==> src/logic/touch_key_map.svh <==
// Register offsets, field positions, reset values and counts of the touch key block
`ifndef TOUCH_KEY_MAP_SVH
`define TOUCH_KEY_MAP_SVH
// ==========================================
// Global register addresses
`define TK_ADDR_PRELOAD 8'h00
`define TK_ADDR_CTRL0 8'h01
`define TK_ADDR_CTRL1 8'h02
`define TK_ADDR_REF_LO 8'h03
`define TK_ADDR_REF_HI 8'h04
// ==========================================
// Module register block: addr[7:4] = first + module, addr[3:0] = offset
`define TK_MOD_FIRST 4'h1
`define TK_MOD_LAST 4'h4
`define TK_MOD_CNT_LO 4'h0
`define TK_MOD_CNT_HI 4'h1
`define TK_MOD_TRIM_LO 4'h2
`define TK_MOD_TRIM_HI 4'h3
`define TK_MOD_CTRL0 4'h4
`define TK_MOD_CTRL1 4'h5
// ==========================================
// Field positions
`define TK_C0_SLOT_OVF 6
`define TK_C0_START 5
`define TK_C0_CAP_OVF 4
`define TK_C0_REF_OVF 3
`define TK_C0_SHARE 2
`define TK_MC0_MUX_MSB 7
`define TK_MC0_MUX_LSB 6
`define TK_MC1_SLOT_CLK 7
`define TK_MC1_ROEN 5
`define TK_MC1_KOEN 4
`define TK_MC1_MASK 8'hbf
// ==========================================
// Reset values and counts
`define TK_FREQ_RESET 2'h3
`define TK_UNIT_LAST 5'h1f
`define TK_SLOT_LAST 8'hff
`define TK_CNT_LAST 16'hffff
`define TK_DIV4_LAST 2'h3
`endif

==> src/logic/touch_key_pkg.sv <==
// State types of the touch key block
`default_nettype none
package touch_key_pkg;
  typedef struct packed {
    logic [4:0] unit;
    logic [7:0] slot;
    logic [15:0] cnt;
    logic run;
  } slot_state_t;
  typedef struct packed {
    logic [7:0] preload;
    logic start;
    logic start_prev;
    logic slot_ovf;
    logic cap_ovf;
    logic ref_ovf;
    logic share;
    logic [1:0] ref_sel;
    logic [1:0] freq_sel;
    logic run_prev;
    logic irq;
    logic [15:0] ref_cnt;
    logic [2:0] div;
    logic [3:0][9:0] trim;
    logic [3:0][7:0] mc0;
    logic [3:0][7:0] mc1;
    logic [7:0] rdata;
  } top_state_t;
endpackage
`default_nettype wire

==> src/logic/osc_edge_sync.sv <==
// Two-flop synchroniser with rising edge pulse for oscillator inputs
`timescale 1ns/1ps
`default_nettype none
module osc_edge_sync #(
  parameter int W = 20
) (
  input wire logic ref_clk, // System clock
  input wire logic rst, // Synchronous reset
  input wire logic [W-1:0] async_in, // Oscillator levels
  output logic [W-1:0] rise // One pulse per rising edge
);
  typedef struct packed {
    logic [W-1:0] s1;
    logic [W-1:0] s2;
    logic [W-1:0] s3;
    logic [W-1:0] rise;
  } sync_state_t;
  sync_state_t state_q, state_d;

  always_comb begin
    state_d = state_q;
    state_d.s1 = async_in;
    state_d.s2 = state_q.s1;
    state_d.s3 = state_q.s2;
    state_d.rise = state_q.s2 & ~state_q.s3;
  end

  always_ff @(posedge ref_clk) begin
    if (rst) begin
      state_q <= '0;
    end else begin
      state_q <= state_d;
    end
  end

  assign rise = state_q.rise;
endmodule // osc_edge_sync
`default_nettype wire

==> src/logic/touch_slot_counter.sv <==
// Per-module time slot counter and key cycle counter
`timescale 1ns/1ps
`default_nettype none
`include "touch_key_map.svh"
module touch_slot_counter (
  input wire logic ref_clk, // System clock
  input wire logic rst, // Synchronous reset
  input wire logic start, // Detect start level
  input wire logic start_rise, // Start rising edge pulse
  input wire logic stop, // Selected slot overflow
  input wire logic slot_tick, // Slot clock pulse
  input wire logic key_tick, // Selected key oscillator pulse
  input wire logic [7:0] preload, // Slot preload value
  output logic run, // Window active
  output logic [15:0] count, // Key cycle count
  output logic slot_ovf, // Slot overflow pulse
  output logic cap_ovf // Key count overflow pulse
);
  touch_key_pkg::slot_state_t state_q, state_d;

  assign slot_ovf = state_q.run & slot_tick & (state_q.unit == `TK_UNIT_LAST)
                    & (state_q.slot == `TK_SLOT_LAST);
  assign cap_ovf = state_q.run & key_tick & (state_q.cnt == `TK_CNT_LAST);

  always_comb begin
    state_d = state_q;
    if (!start) begin
      // Slot counter keeps its value while idle
      state_d.unit = 5'h00;
      state_d.cnt = 16'h0000;
      state_d.run = 1'b0;
    end else if (start_rise) begin
      state_d.run = 1'b1;
      state_d.slot = preload;
      state_d.unit = 5'h00;
      state_d.cnt = 16'h0000;
    end else if (state_q.run) begin
      if (slot_tick) begin
        state_d.unit = state_q.unit + 5'h01;
        if (state_q.unit == `TK_UNIT_LAST) begin
          state_d.slot = state_q.slot + 8'h01;
        end
      end
      if (key_tick) begin
        state_d.cnt = state_q.cnt + 16'h0001;
      end
      if (stop) begin
        state_d.run = 1'b0;
      end
    end
  end

  always_ff @(posedge ref_clk) begin
    if (rst) begin
      state_q <= '0;
    end else begin
      state_q <= state_d;
    end
  end

  assign run = state_q.run;
  assign count = state_q.cnt;
endmodule // touch_slot_counter
`default_nettype wire

==> src/logic/touch_key_slot_counters.sv <==
// Touch key measurement block: four modules, reference counter and registers
// Notes on behaviour
// - Unit period is 32 slot clocks
// - Slot overflows after (256-preload)*32 clocks
// - Slot overflow that stops the last running module sets flag and interrupt request
// - Software set of flag raises no request
// - Overflow stops the module's oscillators and counters; reference counter stops with the last module
// - Share bit selects module 0 slot counter
// - Start low clears counters, slot kept
// - Start rising edge begins detection window
// - Key counter overflow sets sticky flag
// - Reference counter overflow sets sticky flag
// - Reference clock is system clock /1,2,4,8
// - Oscillator frequency select resets to 11
// - Reference counter byte pair, holds after overflow
// - Key counters hold, read-only byte pair
// - Reference counter counts during window
// - Unused control1 bits read zero
// - Slot clock: reference osc or sysclk/4
// - Key select picks one of four keys
`timescale 1ns/1ps
`default_nettype none
`include "touch_key_map.svh"
module touch_key_slot_counters (
  input wire logic ref_clk, // System clock, 10 MHz
  input wire logic rst, // Synchronous reset, active high
  input wire logic [7:0] addr, // Register address
  input wire logic [7:0] wdata, // Write data
  input wire logic wr, // Write strobe
  input wire logic rd, // Read strobe
  output logic [7:0] rdata, // Read data, cycle after rd
  input wire logic [15:0] key_osc, // Key oscillator outputs
  input wire logic [3:0] ref_osc, // Reference oscillator outputs
  output logic [3:0] key_osc_en, // Key oscillator run, per module
  output logic [3:0] ref_osc_en, // Reference oscillator run, per module
  output logic [15:0] key_pad_en, // Key pad enables
  output logic [7:0] key_mux_sel, // Key select, two bits per module
  output logic [39:0] ref_cap_trim, // Reference capacitor trim, ten bits per module
  output logic [1:0] osc_freq_sel, // Oscillator frequency code
  output logic touch_irq_request // Interrupt request pulse
);
  touch_key_pkg::top_state_t state_q, state_d;

  logic [15:0] key_rise;
  logic [3:0] ref_rise;
  logic [3:0] slot_tick;
  logic [3:0] key_tick;
  logic [3:0] slot_ovf;
  logic [3:0] cap_ovf;
  logic [3:0] mod_run;
  logic [3:0] stop;
  logic [3:0][15:0] cap_cnt;
  logic run_any;
  logic done;
  logic start_rise;
  logic div4_tick;
  logic ref_tick;
  logic [2:0] ref_mask;
  logic mod_hit;
  logic [1:0] mod_idx;

  // ==========================================
  // Oscillator synchronisers
  osc_edge_sync #(
    .W(20)
  ) u_sync (
    .ref_clk(ref_clk),
    .rst(rst),
    .async_in({ref_osc, key_osc}),
    .rise({ref_rise, key_rise})
  );

  // ==========================================
  // Clock enables
  assign div4_tick = state_q.div[1:0] == `TK_DIV4_LAST;

  always_comb begin
    case (state_q.ref_sel)
      2'h0: ref_mask = 3'h0;
      2'h1: ref_mask = 3'h1;
      2'h2: ref_mask = 3'h3;
      default: ref_mask = 3'h7;
    endcase
  end

  assign ref_tick = (state_q.div & ref_mask) == ref_mask;

  // ==========================================
  // Touch modules
  genvar g;
  for (g = 0; g < 4; g++) begin : g_mod
    assign key_tick[g] = key_rise[{2'(g),
      state_q.mc0[g][`TK_MC0_MUX_MSB:`TK_MC0_MUX_LSB]}];
    assign slot_tick[g] = state_q.mc1[g][`TK_MC1_SLOT_CLK] ? div4_tick : ref_rise[g];
    assign stop[g] = state_q.share ? slot_ovf[0] : slot_ovf[g];
    assign key_osc_en[g] = mod_run[g] & state_q.mc1[g][`TK_MC1_KOEN];
    assign ref_osc_en[g] = mod_run[g] & state_q.mc1[g][`TK_MC1_ROEN];
    assign key_pad_en[g*4 +: 4] = state_q.mc1[g][3:0];
    assign key_mux_sel[g*2 +: 2] = state_q.mc0[g][`TK_MC0_MUX_MSB:`TK_MC0_MUX_LSB];
    assign ref_cap_trim[g*10 +: 10] = state_q.trim[g];

    touch_slot_counter u_slot (
      .ref_clk(ref_clk),
      .rst(rst),
      .start(state_q.start),
      .start_rise(start_rise),
      .stop(stop[g]),
      .slot_tick(slot_tick[g]),
      .key_tick(key_tick[g]),
      .preload(state_q.preload),
      .run(mod_run[g]),
      .count(cap_cnt[g]),
      .slot_ovf(slot_ovf[g]),
      .cap_ovf(cap_ovf[g])
    );
  end

  assign run_any = |mod_run;
  assign start_rise = state_q.start & ~state_q.start_prev;
  // Window ends by overflow, not by software clearing start
  assign done = state_q.run_prev & ~run_any & state_q.start;
  assign mod_hit = (addr[7:4] >= `TK_MOD_FIRST) && (addr[7:4] <= `TK_MOD_LAST);
  assign mod_idx = 2'(addr[7:4] - `TK_MOD_FIRST);

  // ==========================================
  // Next state
  always_comb begin
    state_d = state_q;
    state_d.start_prev = state_q.start;
    state_d.run_prev = run_any;
    state_d.div = state_q.div + 3'h1;
    state_d.irq = 1'b0;
    state_d.rdata = 8'h00;

    if (!state_q.start) begin
      state_d.ref_cnt = 16'h0000;
    end else if (run_any && ref_tick) begin
      state_d.ref_cnt = state_q.ref_cnt + 16'h0001;
    end

    if (wr) begin
      case (addr)
        `TK_ADDR_PRELOAD: begin
          state_d.preload = wdata;
        end
        `TK_ADDR_CTRL0: begin
          state_d.slot_ovf = wdata[`TK_C0_SLOT_OVF];
          state_d.start = wdata[`TK_C0_START];
          state_d.cap_ovf = wdata[`TK_C0_CAP_OVF];
          state_d.ref_ovf = wdata[`TK_C0_REF_OVF];
          state_d.share = wdata[`TK_C0_SHARE];
          state_d.ref_sel = wdata[1:0];
        end
        `TK_ADDR_CTRL1: begin
          state_d.freq_sel = wdata[1:0];
        end
        default: begin
          if (mod_hit) begin
            case (addr[3:0])
              `TK_MOD_TRIM_LO: state_d.trim[mod_idx][7:0] = wdata;
              `TK_MOD_TRIM_HI: state_d.trim[mod_idx][9:8] = wdata[1:0];
              `TK_MOD_CTRL0: state_d.mc0[mod_idx] = wdata;
              `TK_MOD_CTRL1: state_d.mc1[mod_idx] = wdata & `TK_MC1_MASK;
              default: begin
              end
            endcase
          end
        end
      endcase
    end

    // Hardware set wins over a clearing write
    if (done) begin
      state_d.slot_ovf = 1'b1;
      state_d.irq = 1'b1;
    end
    if (|cap_ovf) begin
      state_d.cap_ovf = 1'b1;
    end
    if (state_q.start && run_any && ref_tick && (state_q.ref_cnt == `TK_CNT_LAST)) begin
      state_d.ref_ovf = 1'b1;
    end

    if (rd) begin
      case (addr)
        `TK_ADDR_PRELOAD: state_d.rdata = state_q.preload;
        `TK_ADDR_CTRL0: state_d.rdata = {1'b0, state_q.slot_ovf, state_q.start,
          state_q.cap_ovf, state_q.ref_ovf, state_q.share, state_q.ref_sel};
        `TK_ADDR_CTRL1: state_d.rdata = {6'h00, state_q.freq_sel};
        `TK_ADDR_REF_LO: state_d.rdata = state_q.ref_cnt[7:0];
        `TK_ADDR_REF_HI: state_d.rdata = state_q.ref_cnt[15:8];
        default: begin
          if (mod_hit) begin
            case (addr[3:0])
              `TK_MOD_CNT_LO: state_d.rdata = cap_cnt[mod_idx][7:0];
              `TK_MOD_CNT_HI: state_d.rdata = cap_cnt[mod_idx][15:8];
              `TK_MOD_TRIM_LO: state_d.rdata = state_q.trim[mod_idx][7:0];
              `TK_MOD_TRIM_HI: state_d.rdata = {6'h00, state_q.trim[mod_idx][9:8]};
              `TK_MOD_CTRL0: state_d.rdata = state_q.mc0[mod_idx];
              `TK_MOD_CTRL1: state_d.rdata = state_q.mc1[mod_idx];
              default: state_d.rdata = 8'h00;
            endcase
          end
        end
      endcase
    end
  end

  // ==========================================
  // State register
  always_ff @(posedge ref_clk) begin
    if (rst) begin
      state_q <= '0;
      state_q.freq_sel <= `TK_FREQ_RESET;
    end else begin
      state_q <= state_d;
    end
  end

  assign rdata = state_q.rdata;
  assign osc_freq_sel = state_q.freq_sel;
  assign touch_irq_request = state_q.irq;
endmodule // touch_key_slot_counters
`default_nettype wire

==> config.mk <==
export PLATFORM = sky130hd
export DESIGN_NAME = touch_key_slot_counters
export DESIGN_NICKNAME = d
export VERILOG_FILES = /design/src/logic/touch_key_pkg.sv /design/src/logic/osc_edge_sync.sv /design/src/logic/touch_slot_counter.sv /design/src/logic/touch_key_slot_counters.sv
export VERILOG_INCLUDE_DIRS = /design/src /design/src/logic
export SDC_FILE = /design/constraint.sdc
export NUM_CORES = 1
export LEC_CHECK = 0
export BUFFER_PORTS_ARGS = -buffer_cell sky130_fd_sc_hd__buf_2
export CORE_MARGIN = 2
export CORE_UTILIZATION = 40
export CTS_BUF_LIST = sky130_fd_sc_hd__clkbuf_2 sky130_fd_sc_hd__clkbuf_4 sky130_fd_sc_hd__clkbuf_8
export CTS_CLUSTER_SIZE = 10
export DETAILED_ROUTE_END_ITERATION = 10
export GPL_TIMING_DRIVEN = 1
export RECOVER_POWER = 100
export SKIP_CTS_REPAIR_TIMING = 1
export SLEW_MARGIN = 40
export SYNTH_ARGS = -nofsm -noshare
export SYNTH_HDL_FRONTEND = slang
export SYNTH_SLANG_ARGS = --single-unit
==> constraint.sdc <==
create_clock -name ref_clk -period 4.4 [get_ports ref_clk]
set_clock_uncertainty 0.2 [all_clocks]
set_input_delay 0.22 -clock ref_clk [delete_from_list [all_inputs] [get_ports ref_clk]]
set_output_delay 0.22 -clock ref_clk [all_outputs]
set_load 0.02 [all_outputs]
# Word level (Yosys, flattened, before mapping)
# Index checks and enable logic that the tools add are counted.
# totals
register_bits,351
inputBits,40
word_cells,258
out_inout_bits,83
# classes
magnitude_cmp,8
reduce_logical,55
bitwise_logic,39
n_mux,69
n_eq_ne,26
add_sub_neg,15
# op_table
operator,n
$mux 25,8
$mux 8,14
$add 16x1->16 const B,5
$bwmux 40,2
$eq 16x16->1 const B,5
$mux 16,5
$pmux 40 s2,1
$bwmux 32,2
$pmux 8 s6,1
$demux 10 s2,2
$pmux 8 s5,1
$reduce_bool 2->1,19
$add 8x1->8 const B,4
$bmux 16 s2,1
$bmux 8 s2,2
$eq 8x8->1 const B,4
$and 1x1->1,31
$reduce_and 2->1,14
$reduce_and 4->1,7
$add 5x1->5 const B,4
$and 20x20->20,1
$bmux 10 s2,1
$eq 5x5->1 const B,4
$mux 10,2
34 further kinds,72

# Depth between registers and ports, before layout
# logic_depth
word_depth,9
ltp_mapped,11
mapped_depth_nobuf,7

# Hierarchy
# From an unflattened synthesis, not the netlist that was laid out.
# unflattened
cells_unflattened,1766
area_unflattened_um2,16950.0
# modules_own_cells
module,instances,cells_per_inst,area_each_um2,seq_area_each_um2
touch_key_slot_counters,1,780,7958.9,2942.8
touch_slot_counter (g_mod[0].u_slot ...),3,200,1641.6,600.6
osc_edge_sync,1,189,2434.8,1601.5
touch_slot_counter (g_mod[3].u_slot),1,197,1631.6,600.6

# Least setup slack after synthesis
# No wires, ideal clock.
# synth_path
kind,input to register
startpoint,in addr[4]
endpoint,"reg state_q, in the netlist rdata[2]"
path_slack_ns,1.580
required_ns,4.076
path_buffers,4
path_stages,11
t_arrival_ns,2.496
setup_time_ns,0.124
cell_sequence,clkbuf_1 > buf_2 > inv_1 > ha_1 > clkbuf_1 > clkbuf_1 > mux4_2 > a22oi_1 > o211ai_1 > a22oi_1 > nor2_1
# synth_between
elab_chain_cells,6
word_cells_on_any_way,20
classes_between,1 x add/sub; 2 x order compare; 4 x eq/ne; 11 x mux; 2 x reduce/logical
# synth_lines
item,line,rtl
from (decl),touch_key_slot_counters.sv:27,"input wire logic [7:0] addr,"
$sub 2x1->2 (no line),n/a,
"$bmux 8 s2, or another cell as far along",touch_key_slot_counters.sv:200,`TK_MOD_CTRL1: state_d.rdata = state_q.mc1[mod_idx];
"$mux 8 (not written as such), or another cell as far along",touch_key_slot_counters.sv:200,
$pmux 8 s6,touch_key_slot_counters.sv:194,case (addr[3:0])
$mux 8,touch_key_slot_counters.sv:193,if (mod_hit) begin
$pmux 8 s5 (*),touch_key_slot_counters.sv:185,case (addr)
to (signal assigned),touch_key_slot_counters.sv:216,state_q <= state_d;
to (decl),touch_key_slot_counters.sv:42,"touch_key_pkg::top_state_t state_q, state_d;"
# Every way passes the cells marked *; elsewhere a longest branch is shown, timed or not. The select of a mux whose other input is x is not followed.
# A chain may end at the register's enable or synchronous reset.

# Final worst setup path
# layout_path
startpoint,in addr[7]
endpoint,"reg state_q, in the netlist rdata[7]"
# layout_between
elab_chain_cells,4
word_cells_on_any_way,10
classes_between,2 x order compare; 4 x eq/ne; 2 x mux; 2 x reduce/logical
# layout_lines
item,line,rtl
$ge 4x1->1 (no line) / $le 4x3->1 (equally long branches),n/a,
$logic_and 1x1->1,touch_key_slot_counters.sv:122,assign mod_hit = (addr[7:4] >= `TK_MOD_FIRST) && (addr[7:4] <= `TK_MOD_LAST);
$mux 8,touch_key_slot_counters.sv:193,
$pmux 8 s5 (*),touch_key_slot_counters.sv:185,
# Every way passes the cells marked *; elsewhere a longest branch is shown, timed or not.

==> flow_summary.ini <==
[power]
p_clk_share_pct = 45.7
swShare_pct = 22.8
p_leak_nw = 6.90
seqPwrFrac_pct = 50.5
p_total_mw = 6.30
p_int_mw = 4.86
combPwrFrac_pct = 3.8
ir_worst_vdd_mv = 0.290
cellPowerDensity_nw_per_um2 = 359
power.switching_mw = 1.43

[critical_path]
r2r_slack_ns = 1.61
worstSetupPathType = primary input to flip-flop
start_kind = primary input
reg2reg_from = g_mod[0].u_slot.run
endpoint_kind = flip-flop
r2r_end = state_q[130]
critPathMaxFanout = 14
cp.required_ns = 4.73
cp.arrival_ns = 3.49
ff2ff_path_depth = 6

[yosys]
synth_enable_flop_cells = 0
yosys-top-cells-area = dfxtp_1 (44%), mux2i_1 (7.9%), mux4_2 (6.3%)
synth_top_area_share_pct = 44.2
yosysSeqAreaShare_pct = 44.2
avgSynthCellArea_um2 = 9.55
ys_types = 61
synthFlopType = dfxtp_1
ys_seq_elements = 347
yosysTopAreaCell = dfxtp_1
yosys_warnings = 0
ys_async_sr_fraction_pct = 0
synth_area_um2 = 15700
syn-instance-count = 1647
synth_nets = 1710

[timing]
rsz0062_at_grt = no
finalCritPeriodShare_pct = 71.9
finalCriticalPeriod_ns = 3.16
drv_slew = 146
fin_tns_setup_ns = 0
slew_headroom_pct = -54.4
timing.fmax_mhz = 316
tightest_slew_ns = 2.32
finalSetupViolCount = 0
final-hold-violation-count = 0

[clock_tree]
cts.sinks = 347
clock_latency_ns = 0.63
cts_tree = done
clk_path_buf_depth = 3
cts_made_buffers = 53
cts_max_level = 2
clkSlewWorstSetupHoldPaths_ns = 0.06
cts-root-buf = clkbuf_8

[placement]
dp_cells = 2135
placed_area_um2 = 16200
gp_congestion = 0.855
portBuffers = 122
dp_hpwl_mm = 28.3

[hold_path]
whs_path_depth = 5
whs_endpoint = rdata[7]
hold_path.class = primary input to flip-flop
worstHoldStart = addr[1]

[flow_run]
drv_cap = 2

[floorplan]
die_h_um = 202
fp.coreArea_um2 = 38700
row_count = 72
ios = 123
die_area_um2 = 40900
start_util_pct = 40.6
die_w_um = 202

[layout]
final_net_count = 1769
drive_gt1_share_pct = 12.7
design_area_um2 = 17500
antennaDiodeCount = 0
syn2layout_area_growth_pct = 11.5
layout.cells.non_filler = 2262

[detailed_routing]
drt_first_iter_violations = 747
routed_via_density = 5.30
routed-via-count = 11996
drc = 0
wl_per_cell_um = 18.0
routed_wirelength_mm = 40.6
drtPass1Iterations = 6
antenna_left = 0

[global_routing]
grt_pass1_vias = 11322
grt_start_max_net_pins = 95
grt-ovfl-total = 0
antenna_found_initial = 0
grt_pass1_wl_mm = 63.5
gr-usage-all-layers_pct = 19.5

[status]
status = finished with violations
violations = max-capacitance violations, max-slew violations
==> layout make-up <==
cell class / count / area, um^2
Timing Repair Buffer: 174 / 1000
Inverter: 20 / 75.1
Sequential cell: 347 / 6950
Clock inverter: 11 / 100
Clock buffer: 82 / 1060
Multi-Input combinational cell: 1110 / 7710
Fill cell: 3862 / 21200
Tap cell: 518 / 648
==> state kept, by name, summed over array words and instances (netlist names) <==
register and cells:
g_mod.u_slot.state_q 52, state_d 1, key_mux_sel 8, state_q 71, rdata 8, touch_irq_request 1
u_sync.state_d 40, g_mod.u_slot.count 64, key_pad_en 16, osc_freq_sel 2, ref_cap_trim 40, u_sync.rise 20
g_mod.u_slot.run 4, u_sync.state_q 20
==> stage by stage <==
stage	worst slack (ns)	hold slack, ns	utilization [%]
2_1_floorplan	1.58	0.148	-
3_3_place_gp	1.44	0.172	41.9
3_5_place_dp	1.47	0.171	41.9
4_1_cts	1.92	-0.441	44.9
5_1_grt	1.00	0.107	45.3
6_report	1.24	0.0892	45.3
==> routing by layer <==
layer | wire length [um] | track usage (%) | vias to the layer above
met4 | 900 | 6.33 | 0
met5 | 0 | 0 | -
met2 | 18500 | 30.3 | 314
li1 | - | - | 5772
met1 | 18900 | 27.2 | 5843
met3 | 2360 | 3.82 | 67
==> worst max-delay path by stage <==
stage                              from                     endpoint  slack (ns)  cells past startpoint
finish                          addr[7]                     rdata[7]        1.24                      8
global route                        rst  g_mod[3].u_slot.state_q[19]        1.00                      6
CTS                 g_mod[0].u_slot.run                 state_q[130]        1.92                      6
detailed placement              addr[4]                     rdata[7]        1.47                      9
global placement                addr[4]                     rdata[7]        1.44                      9
floorplan                       addr[4]                     rdata[2]        1.58                     11
==> worst max-delay path: stages <==
cell	delay (ns)
dlygate4sd3_1	0.54
clkbuf_1	0.23
nor3b_1	0.11
clkbuf_1	0.32
a221o_1	0.39
nor4_1	1.00
o21ai_0	0.41
a31oi_1	0.27
==> cell families after synthesis <==
family	after synthesis	share of synthesized area, %
DFF	347	44.2
AOI/OAI and AO/OA	191	7.97
muxes	174	14.6
adders and majority gates	23	1.83
and+or+nand+nor	648	20.8
xor gates and xnor gates	74	4.12
buffers and inverters	190	6.44
==> cell usage in the layout, fill, tap and decap left out, types with 5 or more instances in the layout <==
cell           count
mux4_2            44
nand2b_1          12
clkbuf_1          81
ha_1              23
o21ai_0           38
o31a_1             7
clkbuf_8          71
mux2_2             5
nor4_1             6
o31ai_1           15
inv_1             20
dlygate4sd3_1     34
nor3_1            15
clkbuf_4          11
buf_2             44
nand2_1          104
dfxtp_1          347
a21oi_1           50
xor2_1            48
o32ai_1            7
a22oi_1           27
and4_1            11
clkinv_2           7
o41ai_1            6
xnor2_1           26
a31oi_1            6
nor2b_1           88
nand4_1           25
buf_4             11
or2_2              8
and2_1            20
nor2_1           227
or3_1             13
and2_0             9
and3_1            18
nand3_1           78
mux2i_1          124
==> cell usage after synthesis, types with 7 or more instances <==
| master | count |
|---|---|
| and4_1 | 11 |
| xnor2_1 | 26 |
| mux2i_1 | 124 |
| xor2_1 | 48 |
| buf_2 | 8 |
| dfxtp_1 | 347 |
| nand2b_1 | 12 |
| nor3_1 | 15 |
| a22oi_1 | 27 |
| and2_1 | 29 |
| o31ai_1 | 15 |
| or3_1 | 13 |
| inv_1 | 20 |
| o32ai_1 | 7 |
| nand3_2 | 12 |
| nand2_1 | 104 |
| mux4_2 | 44 |
| clkbuf_1 | 79 |
| nor2b_1 | 88 |
| and3_1 | 18 |
| nand3_1 | 65 |
| o21ai_0 | 38 |
| buf_1 | 7 |
| ha_1 | 23 |
| a21oi_1 | 50 |
| buf_4 | 75 |
| or2_2 | 8 |
| nand4_1 | 25 |
| nor2_1 | 227 |
| o31a_1 | 7 |
==> power groups by stage <==
stage	Combinational, mW	Clock (mW)	Sequential (mW)
floorplan	0.148	0	3.25
global placement	0.215	0	3.25
detailed placement	0.219	0	3.25
CTS	0.219	2.95	3.18
global route	0.254	3.11	3.18
finish	0.236	2.88	3.18
(Power assumes the default switching activity.)
